===== config.mk =====
export PLATFORM = sky130hd
export DESIGN_NAME = cpfp_packer
export DESIGN_NICKNAME = d
export VERILOG_FILES = /design/src/cpfp_packer.v
export VERILOG_INCLUDE_DIRS = /design/src
export SDC_FILE = /design/constraint.sdc
export NUM_CORES = 1
export LEC_CHECK = 0
export BUFFER_PORTS_ARGS = -buffer_cell sky130_fd_sc_hd__buf_2
export CAP_MARGIN = 20
export CORE_MARGIN = 5
export CORE_UTILIZATION = 60
export CTS_CLUSTER_SIZE = 30
export DETAILED_ROUTE_END_ITERATION = 8
export PLACE_DENSITY = 0.8
export SYNTH_ARGS = -nofsm -noshare
export SYNTH_HDL_FRONTEND = slang
export SYNTH_SLANG_ARGS = --single-unit
export TNS_END_PERCENT = 5

===== constraint.sdc =====
create_clock -name clk -period 7 [get_ports clk]
set_clock_uncertainty 0.2 [all_clocks]
set_input_delay 0.35 -clock clk [delete_from_list [all_inputs] [get_ports clk]]
set_output_delay 0.35 -clock clk [all_outputs]
set_load 0.01 [all_outputs]

===== src/cpfp_defines.vh =====
// constants for the camera pixel format packer
// Function
// - mono yuyv mode sends real 8-bit brightness as Y, U and V always zero
// - yuyv sends Y every pixel, one U and one V per pixel pair
// - colour mono 8 first converts each pixel to luminance-chrominance
// - colour mono 8 outputs one unsigned 8-bit luminance byte per pixel, in order
// - rgb 8 packed outputs red, green, blue bytes per pixel
// - rgb 12 packed gives each component a 16-bit container of 12 bits
// - 12 bits right-aligned, upper four container bits zero
// - each component sent low byte first, then high byte with zero nibble
// - rgb 12 sends six bytes: red lo/hi, green lo/hi, blue lo/hi
// - rgb 12 component values never exceed 0x0fff
// - mono 8 byte maps directly to level 0x00..0xff
// - luminance is 0.30 red plus 0.59 green plus 0.11 blue
`ifndef CPFP_DEFINES_VH
`define CPFP_DEFINES_VH
`define CPFP_FMT_YUYV 2'h0
`define CPFP_FMT_MONO8 2'h1
`define CPFP_FMT_RGB8 2'h2
`define CPFP_FMT_RGB12 2'h3
// luminance weights scaled by 256: 77/256, 151/256, 28/256
`define CPFP_Y_KR 8'h4d
`define CPFP_Y_KG 8'h97
`define CPFP_Y_KB 8'h1c
`define CPFP_HI_PAD 4'h0
`define CPFP_CHROMA_ZERO 8'h00
`endif


===== src/cpfp_packer.v =====
// pixel-to-byte formatter for mono yuyv, y mono 8, rgb 8 and rgb 12 packing
`timescale 1ns/1ps
`default_nettype none
`include "cpfp_defines.vh"
module cpfp_packer (
   // clock and reset
   input wire clk,
   input wire srst,
   // format and frame control
   input wire [1:0] fmt_sel,
   input wire frame_start,
   input wire mono_sensor,
   // pixel input
   input wire pix_valid,
   input wire [11:0] pix_r,
   input wire [11:0] pix_g,
   input wire [11:0] pix_b,
   output reg pix_ready,
   // byte output
   output reg byte_valid,
   output reg [7:0] byte_data,
   input wire byte_ready
);
   // control states
   localparam S_IDLE = 1'b0;
   localparam S_SEND = 1'b1;

   // control registers and their next values
   reg state_q;
   reg state_d;
   reg [1:0] fmt_q;
   reg [1:0] fmt_d;
   reg mono_q;
   reg mono_d;
   reg [2:0] idx_q;
   reg [2:0] idx_d;
   reg [2:0] last_q;
   reg [2:0] last_d;
   // held pixel and its luminance
   reg [11:0] r_q;
   reg [11:0] r_d;
   reg [11:0] g_q;
   reg [11:0] g_d;
   reg [11:0] b_q;
   reg [11:0] b_d;
   reg [7:0] y_q;
   reg [7:0] y_d;
   // next values of the registered outputs
   reg pix_ready_d;
   reg byte_valid_d;
   reg [7:0] byte_data_d;
   // luminance accumulator
   reg [19:0] y_sum;
   // handshakes
   wire take;
   wire emit;

   // top eight bits of a 12-bit component
   function [7:0] top8;
      input [11:0] c;
      begin
         top8 = c[11:4];
      end
   endfunction

   // low byte of a 16-bit little-endian container
   function [7:0] lo8;
      input [11:0] c;
      begin
         lo8 = c[7:0];
      end
   endfunction

   // high byte: zero nibble over bits 11..8, so no value can pass 0x0fff
   function [7:0] hi8;
      input [11:0] c;
      begin
         hi8 = {`CPFP_HI_PAD, c[11:8]};
      end
   endfunction

   // slot index of the last byte of one pixel
   function [2:0] last_slot;
      input [1:0] fmt;
      begin
         case (fmt)
            `CPFP_FMT_YUYV: last_slot = 3'h1;
            `CPFP_FMT_MONO8: last_slot = 3'h0;
            `CPFP_FMT_RGB8: last_slot = 3'h2;
            default: last_slot = 3'h5;
         endcase
      end
   endfunction

   // byte selector for the current slot
   function [7:0] pick;
      input [1:0] fmt;
      input [2:0] idx;
      input [11:0] r;
      input [11:0] g;
      input [11:0] b;
      input [7:0] y;
      begin
         pick = 8'h00;
         case (fmt)
            `CPFP_FMT_YUYV: begin
               // slot 0 is U on even pixels, V on odd ones: one of each per pair
               if (idx == 3'h0) begin
                  pick = `CPFP_CHROMA_ZERO;
               end else begin
                  pick = y;
               end
            end
            `CPFP_FMT_MONO8: begin
               pick = y;
            end
            `CPFP_FMT_RGB8: begin
               case (idx)
                  3'h0: pick = top8(r);
                  3'h1: pick = top8(g);
                  default: pick = top8(b);
               endcase
            end
            default: begin
               case (idx)
                  3'h0: pick = lo8(r);
                  3'h1: pick = hi8(r);
                  3'h2: pick = lo8(g);
                  3'h3: pick = hi8(g);
                  3'h4: pick = lo8(b);
                  default: pick = hi8(b);
               endcase
            end
         endcase
      end
   endfunction

   // luminance from 8-bit components; rounds to nearest instead of truncating
   always @* begin
      y_sum = {12'h000, top8(pix_r)} * {12'h000, `CPFP_Y_KR}
         + {12'h000, top8(pix_g)} * {12'h000, `CPFP_Y_KG}
         + {12'h000, top8(pix_b)} * {12'h000, `CPFP_Y_KB}
         + 20'h00080;
   end

   assign take = pix_valid && pix_ready;
   assign emit = !byte_valid || byte_ready;

   // next-state logic
   always @* begin
      state_d = state_q;
      fmt_d = fmt_q;
      mono_d = mono_q;
      idx_d = idx_q;
      last_d = last_q;
      r_d = r_q;
      g_d = g_q;
      b_d = b_q;
      y_d = y_q;
      pix_ready_d = 1'b0;
      byte_valid_d = byte_valid;
      byte_data_d = byte_data;
      // format latched only at frame start so a frame never mixes packings
      if (frame_start) begin
         fmt_d = fmt_sel;
         mono_d = mono_sensor;
      end
      case (state_q)
         S_IDLE: begin
            if (byte_valid && byte_ready) begin
               byte_valid_d = 1'b0;
            end
            pix_ready_d = !frame_start && emit;
            // limitation: a pixel offered together with frame_start is dropped
            if (take && !frame_start) begin
               r_d = pix_r;
               g_d = pix_g;
               b_d = pix_b;
               // colour sensor converts; mono sensor brightness passes straight
               y_d = mono_q ? top8(pix_g) : y_sum[15:8];
               idx_d = 3'h0;
               last_d = last_slot(fmt_q);
               state_d = S_SEND;
               pix_ready_d = 1'b0;
            end
         end
         S_SEND: begin
            // a byte waits for the sink; the next one replaces it only when taken
            if (emit) begin
               byte_valid_d = 1'b1;
               byte_data_d = pick(fmt_q, idx_q, r_q, g_q, b_q, y_q);
               if (idx_q == last_q) begin
                  state_d = S_IDLE;
               end else begin
                  idx_d = idx_q + 3'h1;
               end
            end
         end
         default: begin
            state_d = S_IDLE;
         end
      endcase
   end

   // state and output registers
   always @(posedge clk) begin
      if (srst) begin
         state_q <= S_IDLE;
         fmt_q <= `CPFP_FMT_YUYV;
         mono_q <= 1'b1;
         idx_q <= 3'h0;
         last_q <= 3'h0;
         r_q <= 12'h000;
         g_q <= 12'h000;
         b_q <= 12'h000;
         y_q <= 8'h00;
         pix_ready <= 1'b0;
         byte_valid <= 1'b0;
         byte_data <= 8'h00;
      end else begin
         state_q <= state_d;
         fmt_q <= fmt_d;
         mono_q <= mono_d;
         idx_q <= idx_d;
         last_q <= last_d;
         r_q <= r_d;
         g_q <= g_d;
         b_q <= b_d;
         y_q <= y_d;
         pix_ready <= pix_ready_d;
         byte_valid <= byte_valid_d;
         byte_data <= byte_data_d;
      end
   end
endmodule
`default_nettype wire


# Yosys cells after proc, flatten, opt, wreduce, memory -nomap -nowiden
# Cells that the tools add are included.
# Widths: inputs -> output; s select.
[totals]
reg_bits = 64
word_cells = 62
[classes]
n_mul = 3
n_bitwise = 1
n_reduce_logical = 14
eq_ne = 11
muxes = 17
addsub = 4
[op_table]
columns = ["cell", "count"]
rows = [
  ["$pmux 8 s5", 1],
  ["$pmux 8 s3", 1],
  ["$add 15x16->16", 1],
  ["$add 16x13->16", 1],
  ["$add 16x8->16 const B", 1],
  ["$mul 8x8->16 const B", 1],
  ["$mux 8", 2],
  ["$pmux 8 s2", 1],
  ["$mul 8x7->15 const B", 1],
  ["$mul 8x3->11 const B", 1],
  ["$mux 3", 3],
  ["$pmux 3 s3", 1],
  ["$eq 3x2->1 const B", 2],
  ["$ne 2x2->1 const B", 3],
  ["$pmux 3 s2", 1],
  ["$reduce_and 2->1", 3],
  ["$mux 1", 5],
  ["$logic_and 1x1->1", 4],
  ["$pmux 1 s2", 2],
  ["$add 3x1->3 const B", 1],
  ["$eq 3x1->1 const B", 1],
  ["$eq 3x3->1", 1],
  ["$eq 3x3->1 const B", 1],
  ["$logic_not 3->1", 1],
  ["9 further kinds", 10],
]

# Depth between registers and ports, before layout
# Gate-level depths: netlist (run 1).
[depth]
word_depth = 5
mapped_depth = 23
depth_no_buf = 23

# Least setup slack after synthesis (run 1)
# OpenSTA, ideal clock, no wires.
[synth_path]
path_kind = "in2reg"
startpoint = "input pix_b[4]"
endpoint = "register y_q[6]"
path_slack_ns = 1.709
path_stages = 23
required_time_ns = 6.664
arrival_time_ns = 4.955
cell_sequence = "fa_1 > ha_1 > inv_1 > fa_1 > nor2b_1 > o21ai_0 > nand2b_1 > xor2_1 > ha_1 > inv_1 > fa_1 > inv_1 > fa_1 > inv_1 > fa_1 > inv_1 > ha_1 > a21oi_2 > o21ai_1 > or3_1 > o221ai_1 > o2bb2ai_1 > a211oi_2"
[synth_between]
elab_chain_len = 4
[synth_lines]
columns = ["element", "line", "source"]
rows = [
  ["start, declared", "cpfp_packer.v:17", "input wire [11:0] pix_b,"],
  ["$mul 8x3->11", "cpfp_packer.v:142", "+ {12'h000, top8(pix_b)} * {12'h000, `CPFP_Y_KB}"],
  ["$add 16x13->16", "cpfp_packer.v:140", "y_sum = {12'h000, top8(pix_r)} * {12'h000, `CPFP_Y_KR}"],
  ["$add 16x8->16", "cpfp_packer.v:140", ""],
  ["$mux 8", "cpfp_packer.v:180", "y_d = mono_q ? top8(pix_g) : y_sum[15:8];"],
  ["end signal, assigned", "cpfp_packer.v:229", "y_q <= y_d;"],
  ["end, declared", "cpfp_packer.v:46", "reg [7:0] y_q;"],
]
# No other way between the ends.
# A chain may end at the register's enable or synchronous reset.

# Worst setup path in the final report (run 1)
[layout_path]
startpoint = "input pix_b[4]"
endpoint = "register y_q[5]"
# The elaborated chain is that of the path after synthesis.

==> results.py, run 1 <==
metrics = {
    "floorplanning": {
        "row_count": 37,
        "die_area_um2": 12400,
        "start_util_pct": 60.7,
        "die_w_um": 112,
        "io_pins": 54,
        "die_h_um": 112,
        "core-area_um2": 10200,
    },
    "detailed_routing": {
        "wl_per_cell_um": 16.8,
        "postRouteAntennaNets": 0,
        "firstDrtPassIters": 8,
        "drc_errors": 0,
        "drt_wl_total_um": 14500,
        "via_per_inst": 5.84,
        "first_iter_violations": 358,
        "vias": 5037,
    },
    "global_routing": {
        "use_met1_pct": 31.3,
        "grt_overflow": 0,
        "busiest_layer": "met2",
        "gr-usage-all-layers_pct": 24.2,
        "grt_pass1_vias": 5210,
        "grt_antenna_before_repair": 0,
        "grt_use_met3_pct": 5.38,
        "grt_max_degree": 68,
        "met2_usage_pct": 41.3,
        "grt_pass1_wl_um": 24600,
    },
    "synthesis": {
        "ys_ff_latch": 64,
        "synth_compound_area_share_pct": 17.1,
        "synth_top_family_by_area": "adder cells",
        "synth-simple-area-share_pct": 11.6,
        "synth_fp_nets": 883,
        "synth_area_um2": 6180,
        "synth_edf_count": 0,
        "ys_async_sr_fraction_pct": 0,
        "ys_seq_area_share_pct": 20.7,
        "synth_area_per_cell_um2": 8.97,
        "muxShareOfSynthArea_pct": 1.30,
        "synth_top_area_share_pct": 20.7,
        "yosysTopAreaCell": "dfxtp_1",
        "synthAdderAreaFrac_pct": 38.0,
        "synth_xor_area_share_pct": 2.27,
        "synth_top_cells_by_area": "dfxtp_1 21%, fa_1 20%, ha_1 18%",
        "netlist_instances": 689,
        "synth-warning-count": 0,
        "synth.distinct_cells": 58,
        "synthFlopType": "dfxtp_1",
    },
    "clock_tree": {
        "clock_latency_ns": 0.34,
        "cts.repair.resized": 0,
        "cts-hold-fix-buffers": 0,
        "postCtsSetupRepairBufs": 0,
        "cts_sinks": 64,
        "path_clk_slew_ns": 0.07,
        "htreeDepth": 3,
        "numCtsBuffers": 9,
        "cts_buffer_depth": 2,
        "cts-root-buf": "clkbuf_8",
        "tritoncts": "done",
    },
    "run": {
        "cap_violations": 0,
    },
    "worst_setup_path": {
        "cp-end-kind": "register",
        "path_max_fanout": 5,
        "worst_ep_arrival_time_ns": 5.55,
        "reg2reg_to": "byte_data[3]",
        "crit_type": "input port to register",
        "crit_buf_inv": 6,
        "crit_family": "adder cells",
        "rr_startpoint": "idx_q[0]",
        "startpoint_type": "input port",
        "required_ns": 7.05,
        "crit_slowest_cell": "fa_1",
        "r2r_cells": 8,
        "critPathMaxStageDelay_ns": 0.54,
        "cp_cell_sequence": "buf_2 -> fa_1 -> ha_1 -> inv_1 -> fa_1 -> nor2b_1 -> o21ai_0 -> nand2b_1 -> xor2_1 -> ha_1 -> inv_1 -> fa_1 -> inv_1 -> fa_1 -> inv_1 -> fa_1 -> inv_1 -> ha_1 -> a21oi_2 -> o21ai_1 -> or3_1 -> o22ai_2 -> xor2_1 -> a211oi_1",
        "rrSetupSlack_ns": 4.15,
    },
    "cells_and_area": {
        "n_antenna_cell": 0,
        "nFillCells": 879,
        "nets": 918,
        "drive_gt1_share_pct": 11.6,
        "multi_input_area_um2": 4350,
        "seq_area_um2": 1280,
        "area_delta_synth_final_pct": 7.85,
        "fin_cells": 863,
    },
    "place": {
        "dp.final_hpwl_um": 11400,
        "io_buffers": 53,
        "gp_congestion": 0.922,
        "place_inst": 848,
    },
    "power_and_ir_drop": {
        "p_seq_share_pct": 14.9,
        "switching_share_pct": 47.9,
        "clock_power_share_pct": 10.1,
        "combPwrFrac_pct": 74.9,
        "p_per_area_nw_per_um2": 385,
        "p_switching_mw": 1.23,
        "vdd_ir_drop_max_v": 0.000555,
        "leakage_nw": 3.10,
        "p_int_mw": 1.34,
    },
    "sta": {
        "relSlewSlack_pct": 31.3,
        "fmax_ghz": 0.182,
        "tns_ns": 0,
        "fin_crit_sh_pct": 78.6,
        "grt_setup_unrepaired": "no",
        "finalHoldViolCount": 0,
        "worst_pin_slew_ns": 1.03,
        "fin_crit_ns": 5.50,
        "setup_viol": 0,
        "holdWs_ns": 0.0140,
        "final_max_slew_viol_count": 0,
    },
    "worst_hold_path": {
        "min_from": "mono_sensor",
        "whs_endpoint": "mono_q",
        "holdPathStages": 2,
        "min_path_type": "input port to register",
    },
    "outcome": {
        "status": "complete, no violations",
    },
}
## cells in the mapped netlist (2+ instances only)
master,number
inv_1,111
ha_1,87
nand2_1,86
dfxtp_1,64
fa_1,63
a21oi_1,55
nor2_1,28
a22oi_1,19
clkbuf_1,14
buf_2,11
o21ai_0,11
a211oi_1,9
o2bb2ai_1,9
xor2_1,9
mux2i_1,8
xnor2_1,7
nand3b_1,6
a221oi_1,5
nand2b_1,5
nor2b_1,5
o221ai_1,5
a211o_1,4
a21o_1,4
a31oi_1,4
a32oi_1,4
buf_1,4
nand3_1,4
nor3_1,4
nor4_1,3
o211ai_1,3
o21a_1,3
a211oi_2,2
a21oi_2,2
and4_1,2
buf_4,2
nor3_2,2
o21ai_1,2
o22ai_2,2
or3_1,2
## sequential cells by signal, summed over array words and instances, names as in the netlist
signal and cells:
b_q 12, last_q 3, byte_data 8, r_q 12, state_q 1, idx_q 3
pix_ready 1, fmt_q 2, mono_q 1, y_q 8, byte_valid 1, g_q 12
## cells by family after synthesis
group	count (synthesis)
AOI/OAI and AO/OA	153
xor gates and xnor gates	16
adders and majority gates	150
buffers and inverters	142
DFF	64
muxes	8
and+or+nand+nor	156
## per-stage QoR
stage	instance area [µm²]	util [%]	worst slack [ns]	power [mW]
6_report	6670	65.5	1.50	2.57
3_5_place_dp	6490	63.8	1.13	2.30
3_3_place_gp	6490	63.8	1.28	2.22
4_1_cts	6650	65.3	1.48	2.57
5_1_grt	6670	65.5	1.17	2.86
2_1_floorplan	6180	-	1.71	1.91
## placed cells by master, fill, tap and decap left out, types with 6 or more instances in the layout
master | synthesis | final
o2bb2ai_1 | 9 | 9
clkbuf_8 | 0 | 10
nor2_1 | 28 | 28
a211oi_1 | 9 | 9
xor2_1 | 9 | 9
nand3b_1 | 6 | 6
inv_1 | 111 | 111
buf_2 | 11 | 53
o21ai_0 | 11 | 11
fa_1 | 63 | 63
xnor2_1 | 7 | 7
dfxtp_1 | 64 | 64
a21oi_1 | 55 | 55
ha_1 | 87 | 87
nand2_1 | 86 | 86
a22oi_1 | 19 | 19
mux2i_1 | 8 | 8
## routing by layer
layer | up-vias | share of wire (%)
met2 | 173 | 49
met5 | - | 0
met3 | 36 | 6.3
met4 | 0 | 2.1
li1 | 2381 | -
met1 | 2447 | 43
## power by group through the flow
stage,clock network [mW],logic (mW),registers [mW]
after global routing,0.286,2.19,0.384
after detailed placement,0,1.91,0.391
after global placement,0,1.83,0.390
final,0.260,1.92,0.383
after floorplan,0,1.52,0.388
after CTS,0.264,1.93,0.383
## cell type report
class | instances | area share (%)
sequential | 64 | 19.2
clock buffer | 13 | 2.23
tap | 136 | 2.55
timing repair buffer | 55 | 4.39
clock inverter | 1 | 0.0751
inverter | 111 | 6.25
multi-input combinational | 483 | 65.3
## worst max path at each step
stage,to,depth (start not counted),start
4_1_cts,y_q[5],24,pix_b[4]
6_report,y_q[5],24,pix_b[4]
5_1_grt,y_q[5],24,pix_b[4]
3_5_place_dp,y_q[5],24,pix_b[4]
2_1_floorplan,y_q[6],23,pix_b[4]
3_3_place_gp,y_q[6],24,pix_b[4]
Note: power is estimated with default switching activity, not from simulation.
==> run 2, diff against run 1 <==
- CORE_UTILIZATION: 60 -> 56
- PLACE_DENSITY: 0.8 -> 0.79
- clock period: 7 -> 4.4 ns (I/O delays scaled with it)
==> run 2 against run 1 <==
Non-clock buffer count increased by 75. Cell count up 9.4%. The run now ends with negative setup slack left. Wire length up 8.8%. Sequential power up 59%. Clock power is 110% higher. Global-route usage grew 0.86 points. Register-to-register slack got worse by 2.5 ns. Core utilization is 3.9 points higher. Critical path depth unchanged. Flip-flop and latch count did not move.
==> results.py, run 2 (same netlist as run 1, synthesis figures left out) <==
metrics = {
    "outcome": {
        "status": "finished with violations",
        "violations": "negative setup slack",
    },
    "worst_setup_path": {
        "cp-end-kind": "register",
        "r2r_cells": 8,
        "crit_type": "input port to register",
        "worst_ep_arrival_time_ns": 5.12,
        "required_ns": 4.46,
        "crit_start": "pix_b[6]",
        "rrSetupSlack_ns": 1.69,
        "reg2reg_to": "byte_data[1]",
        "startpoint_type": "input port",
        "path_max_fanout": 5,
        "rr_startpoint": "idx_q[0]",
    },
    "detailed_routing": {
        "via_per_inst": 5.72,
        "postRouteAntennaNets": 0,
        "wl_per_cell_um": 16.7,
        "vias": 5401,
        "drt_wl_total_um": 15800,
        "first_iter_violations": 419,
        "drc_errors": 0,
        "firstDrtPassIters": 5,
    },
    "global_routing": {
        "busiest_layer": "met2",
        "grt_antenna_before_repair": 0,
        "grt_use_met3_pct": 5.32,
        "grt_pass1_vias": 5597,
        "grt_pass1_wl_um": 26300,
        "grt_overflow": 0,
        "grt_max_degree": 68,
        "gr-usage-all-layers_pct": 25.0,
        "use_met1_pct": 32.7,
        "met2_usage_pct": 41.3,
    },
    "sta": {
        "fin_crit_ns": 5.06,
        "worst_pin_slew_ns": 0.922,
        "worst_slack_ns": -0.657,
        "relSlewSlack_pct": 38.5,
        "fin_crit_sh_pct": 115,
        "finalHoldViolCount": 0,
        "grt_setup_unrepaired": "yes",
        "fmax_ghz": 0.198,
        "final_max_slew_viol_count": 0,
        "tns_ns": -4.26,
        "holdWs_ns": 0.0582,
        "setup_viol": 8,
    },
    "place": {
        "gp_congestion": 0.926,
        "io_buffers": 53,
        "dp.final_hpwl_um": 12500,
    },
    "worst_hold_path": {
        "min_from": "srst",
        "min_path_type": "input port to register",
        "holdPathStages": 2,
        "whs_endpoint": "fmt_q[0]",
    },
    "floorplanning": {
        "core-area_um2": 10800,
        "die_w_um": 115,
        "start_util_pct": 57.0,
        "die_h_um": 115,
        "die_area_um2": 13200,
        "io_pins": 54,
        "row_count": 38,
    },
    "cells_and_area": {
        "drive_gt1_share_pct": 21.4,
        "layout_commonest_cell": "inv_1",
        "n_antenna_cell": 0,
        "final_cell_mix": "107 x inv_1, 86 x nand2_1, 80 x ha_1",
        "nets": 993,
        "largestRegisters": "b_q x12, g_q x12, r_q x12",
        "nFillCells": 813,
        "area_delta_synth_final_pct": 21.7,
    },
    "clock_tree": {
        "numCtsBuffers": 9,
        "cts-root-buf": "clkbuf_8",
        "htreeDepth": 3,
        "tritoncts": "done",
        "path_clk_slew_ns": 0.06,
        "clock_latency_ns": 0.35,
        "cts_buffer_depth": 2,
        "cts_sinks": 64,
    },
    "power_and_ir_drop": {
        "vdd_ir_drop_max_v": 0.000718,
        "p_per_area_nw_per_um2": 748,
        "leakage_nw": 3.50,
    },
    "run": {
        "cap_violations": 0,
    },
}
==> run 2: changes by cell type in the layout (fill, tap and decap cells not counted), sizes merged <==
cell | previous run | this run
clkbuf | 13 | 14
bufinv | 0 | 1
dlygate4sd3 | 0 | 16
buf | 55 | 114
==> run 2: worst max-delay path: stages <==
cell and delay, ns:
buf_8 0.10, fa_1 0.54, ha_2 0.18, inv_2 0.04
fa_2 0.35, nor2b_2 0.12, o21ai_1 0.07, nand2b_1 0.11
xor2_1 0.21, ha_2 0.22, inv_2 0.04, fa_1 0.48
inv_1 0.05, fa_1 0.48, inv_1 0.05, fa_1 0.49
inv_2 0.05, ha_4 0.29, and4_1 0.20, o21ai_1 0.07
o21ba_4 0.28, o22ai_4 0.09, xor2_1 0.16, a211oi_2 0.22
==> run 2: timing repair <==
action | in CTS | in global routing
resized for setup | 25 | 7
endpoints found under the hold margin | 16 | 0
pin swaps | 28 | 13
setup buffers | 3 | 0
setup endpoints to repair | 8 | 8
hold buffers | 16 | 0
==> run 2: report_power, final <==
part	switching [mW]	internal [mW]	leakage, nW
sequential	0.0143	0.595	0.518
combinational	2.22	2.26	2.87
clock	0.214	0.323	0.113
==> run 2: metal layers <==
metal / share of wire, % / routed length, µm
met5: 0 / 0
met3: 6.5 / 1020
met1: 41 / 6540
met4: 3.3 / 519
met2: 49 / 7680
==> run 2: worst max path at each step <==
stage | to | cells after the start | slack (ns)
CTS | y_q[5] | 22 | -0.66
floorplan | y_q[6] | 23 | -0.63
global route | y_q[5] | 24 | -0.83
finish | y_q[5] | 24 | -0.66
global placement | y_q[6] | 24 | -1.00
detailed placement | y_q[6] | 21 | -1.16
==> run 2: cell type report <==
cell class                 instances  area (µm²)  share of cell area, %
multi-input combinational        483        4500                   59.9
sequential                        64        1280                   17.0
timing repair buffer             130         928                   12.3
inverter                         111         417                   5.54
clock buffer                      14         183                   2.43
tap                              140         175                   2.33
clock inverter                     2        35.0                  0.466
==> run 2: metrics by stage <==
step                      power [mW]  area (µm²)  util (%)  setup WS, ns  std cells
after floorplan                 3.12        6200         -        -0.633        689
after global placement          4.10        6930      63.9         -1.00        907
after detailed placement        4.27        6930      63.9         -1.16        907
after CTS                       5.47        7440      68.7        -0.658        942
after global routing            6.18        7520      69.4        -0.834        944
final                           5.63        7520      69.4        -0.657        944
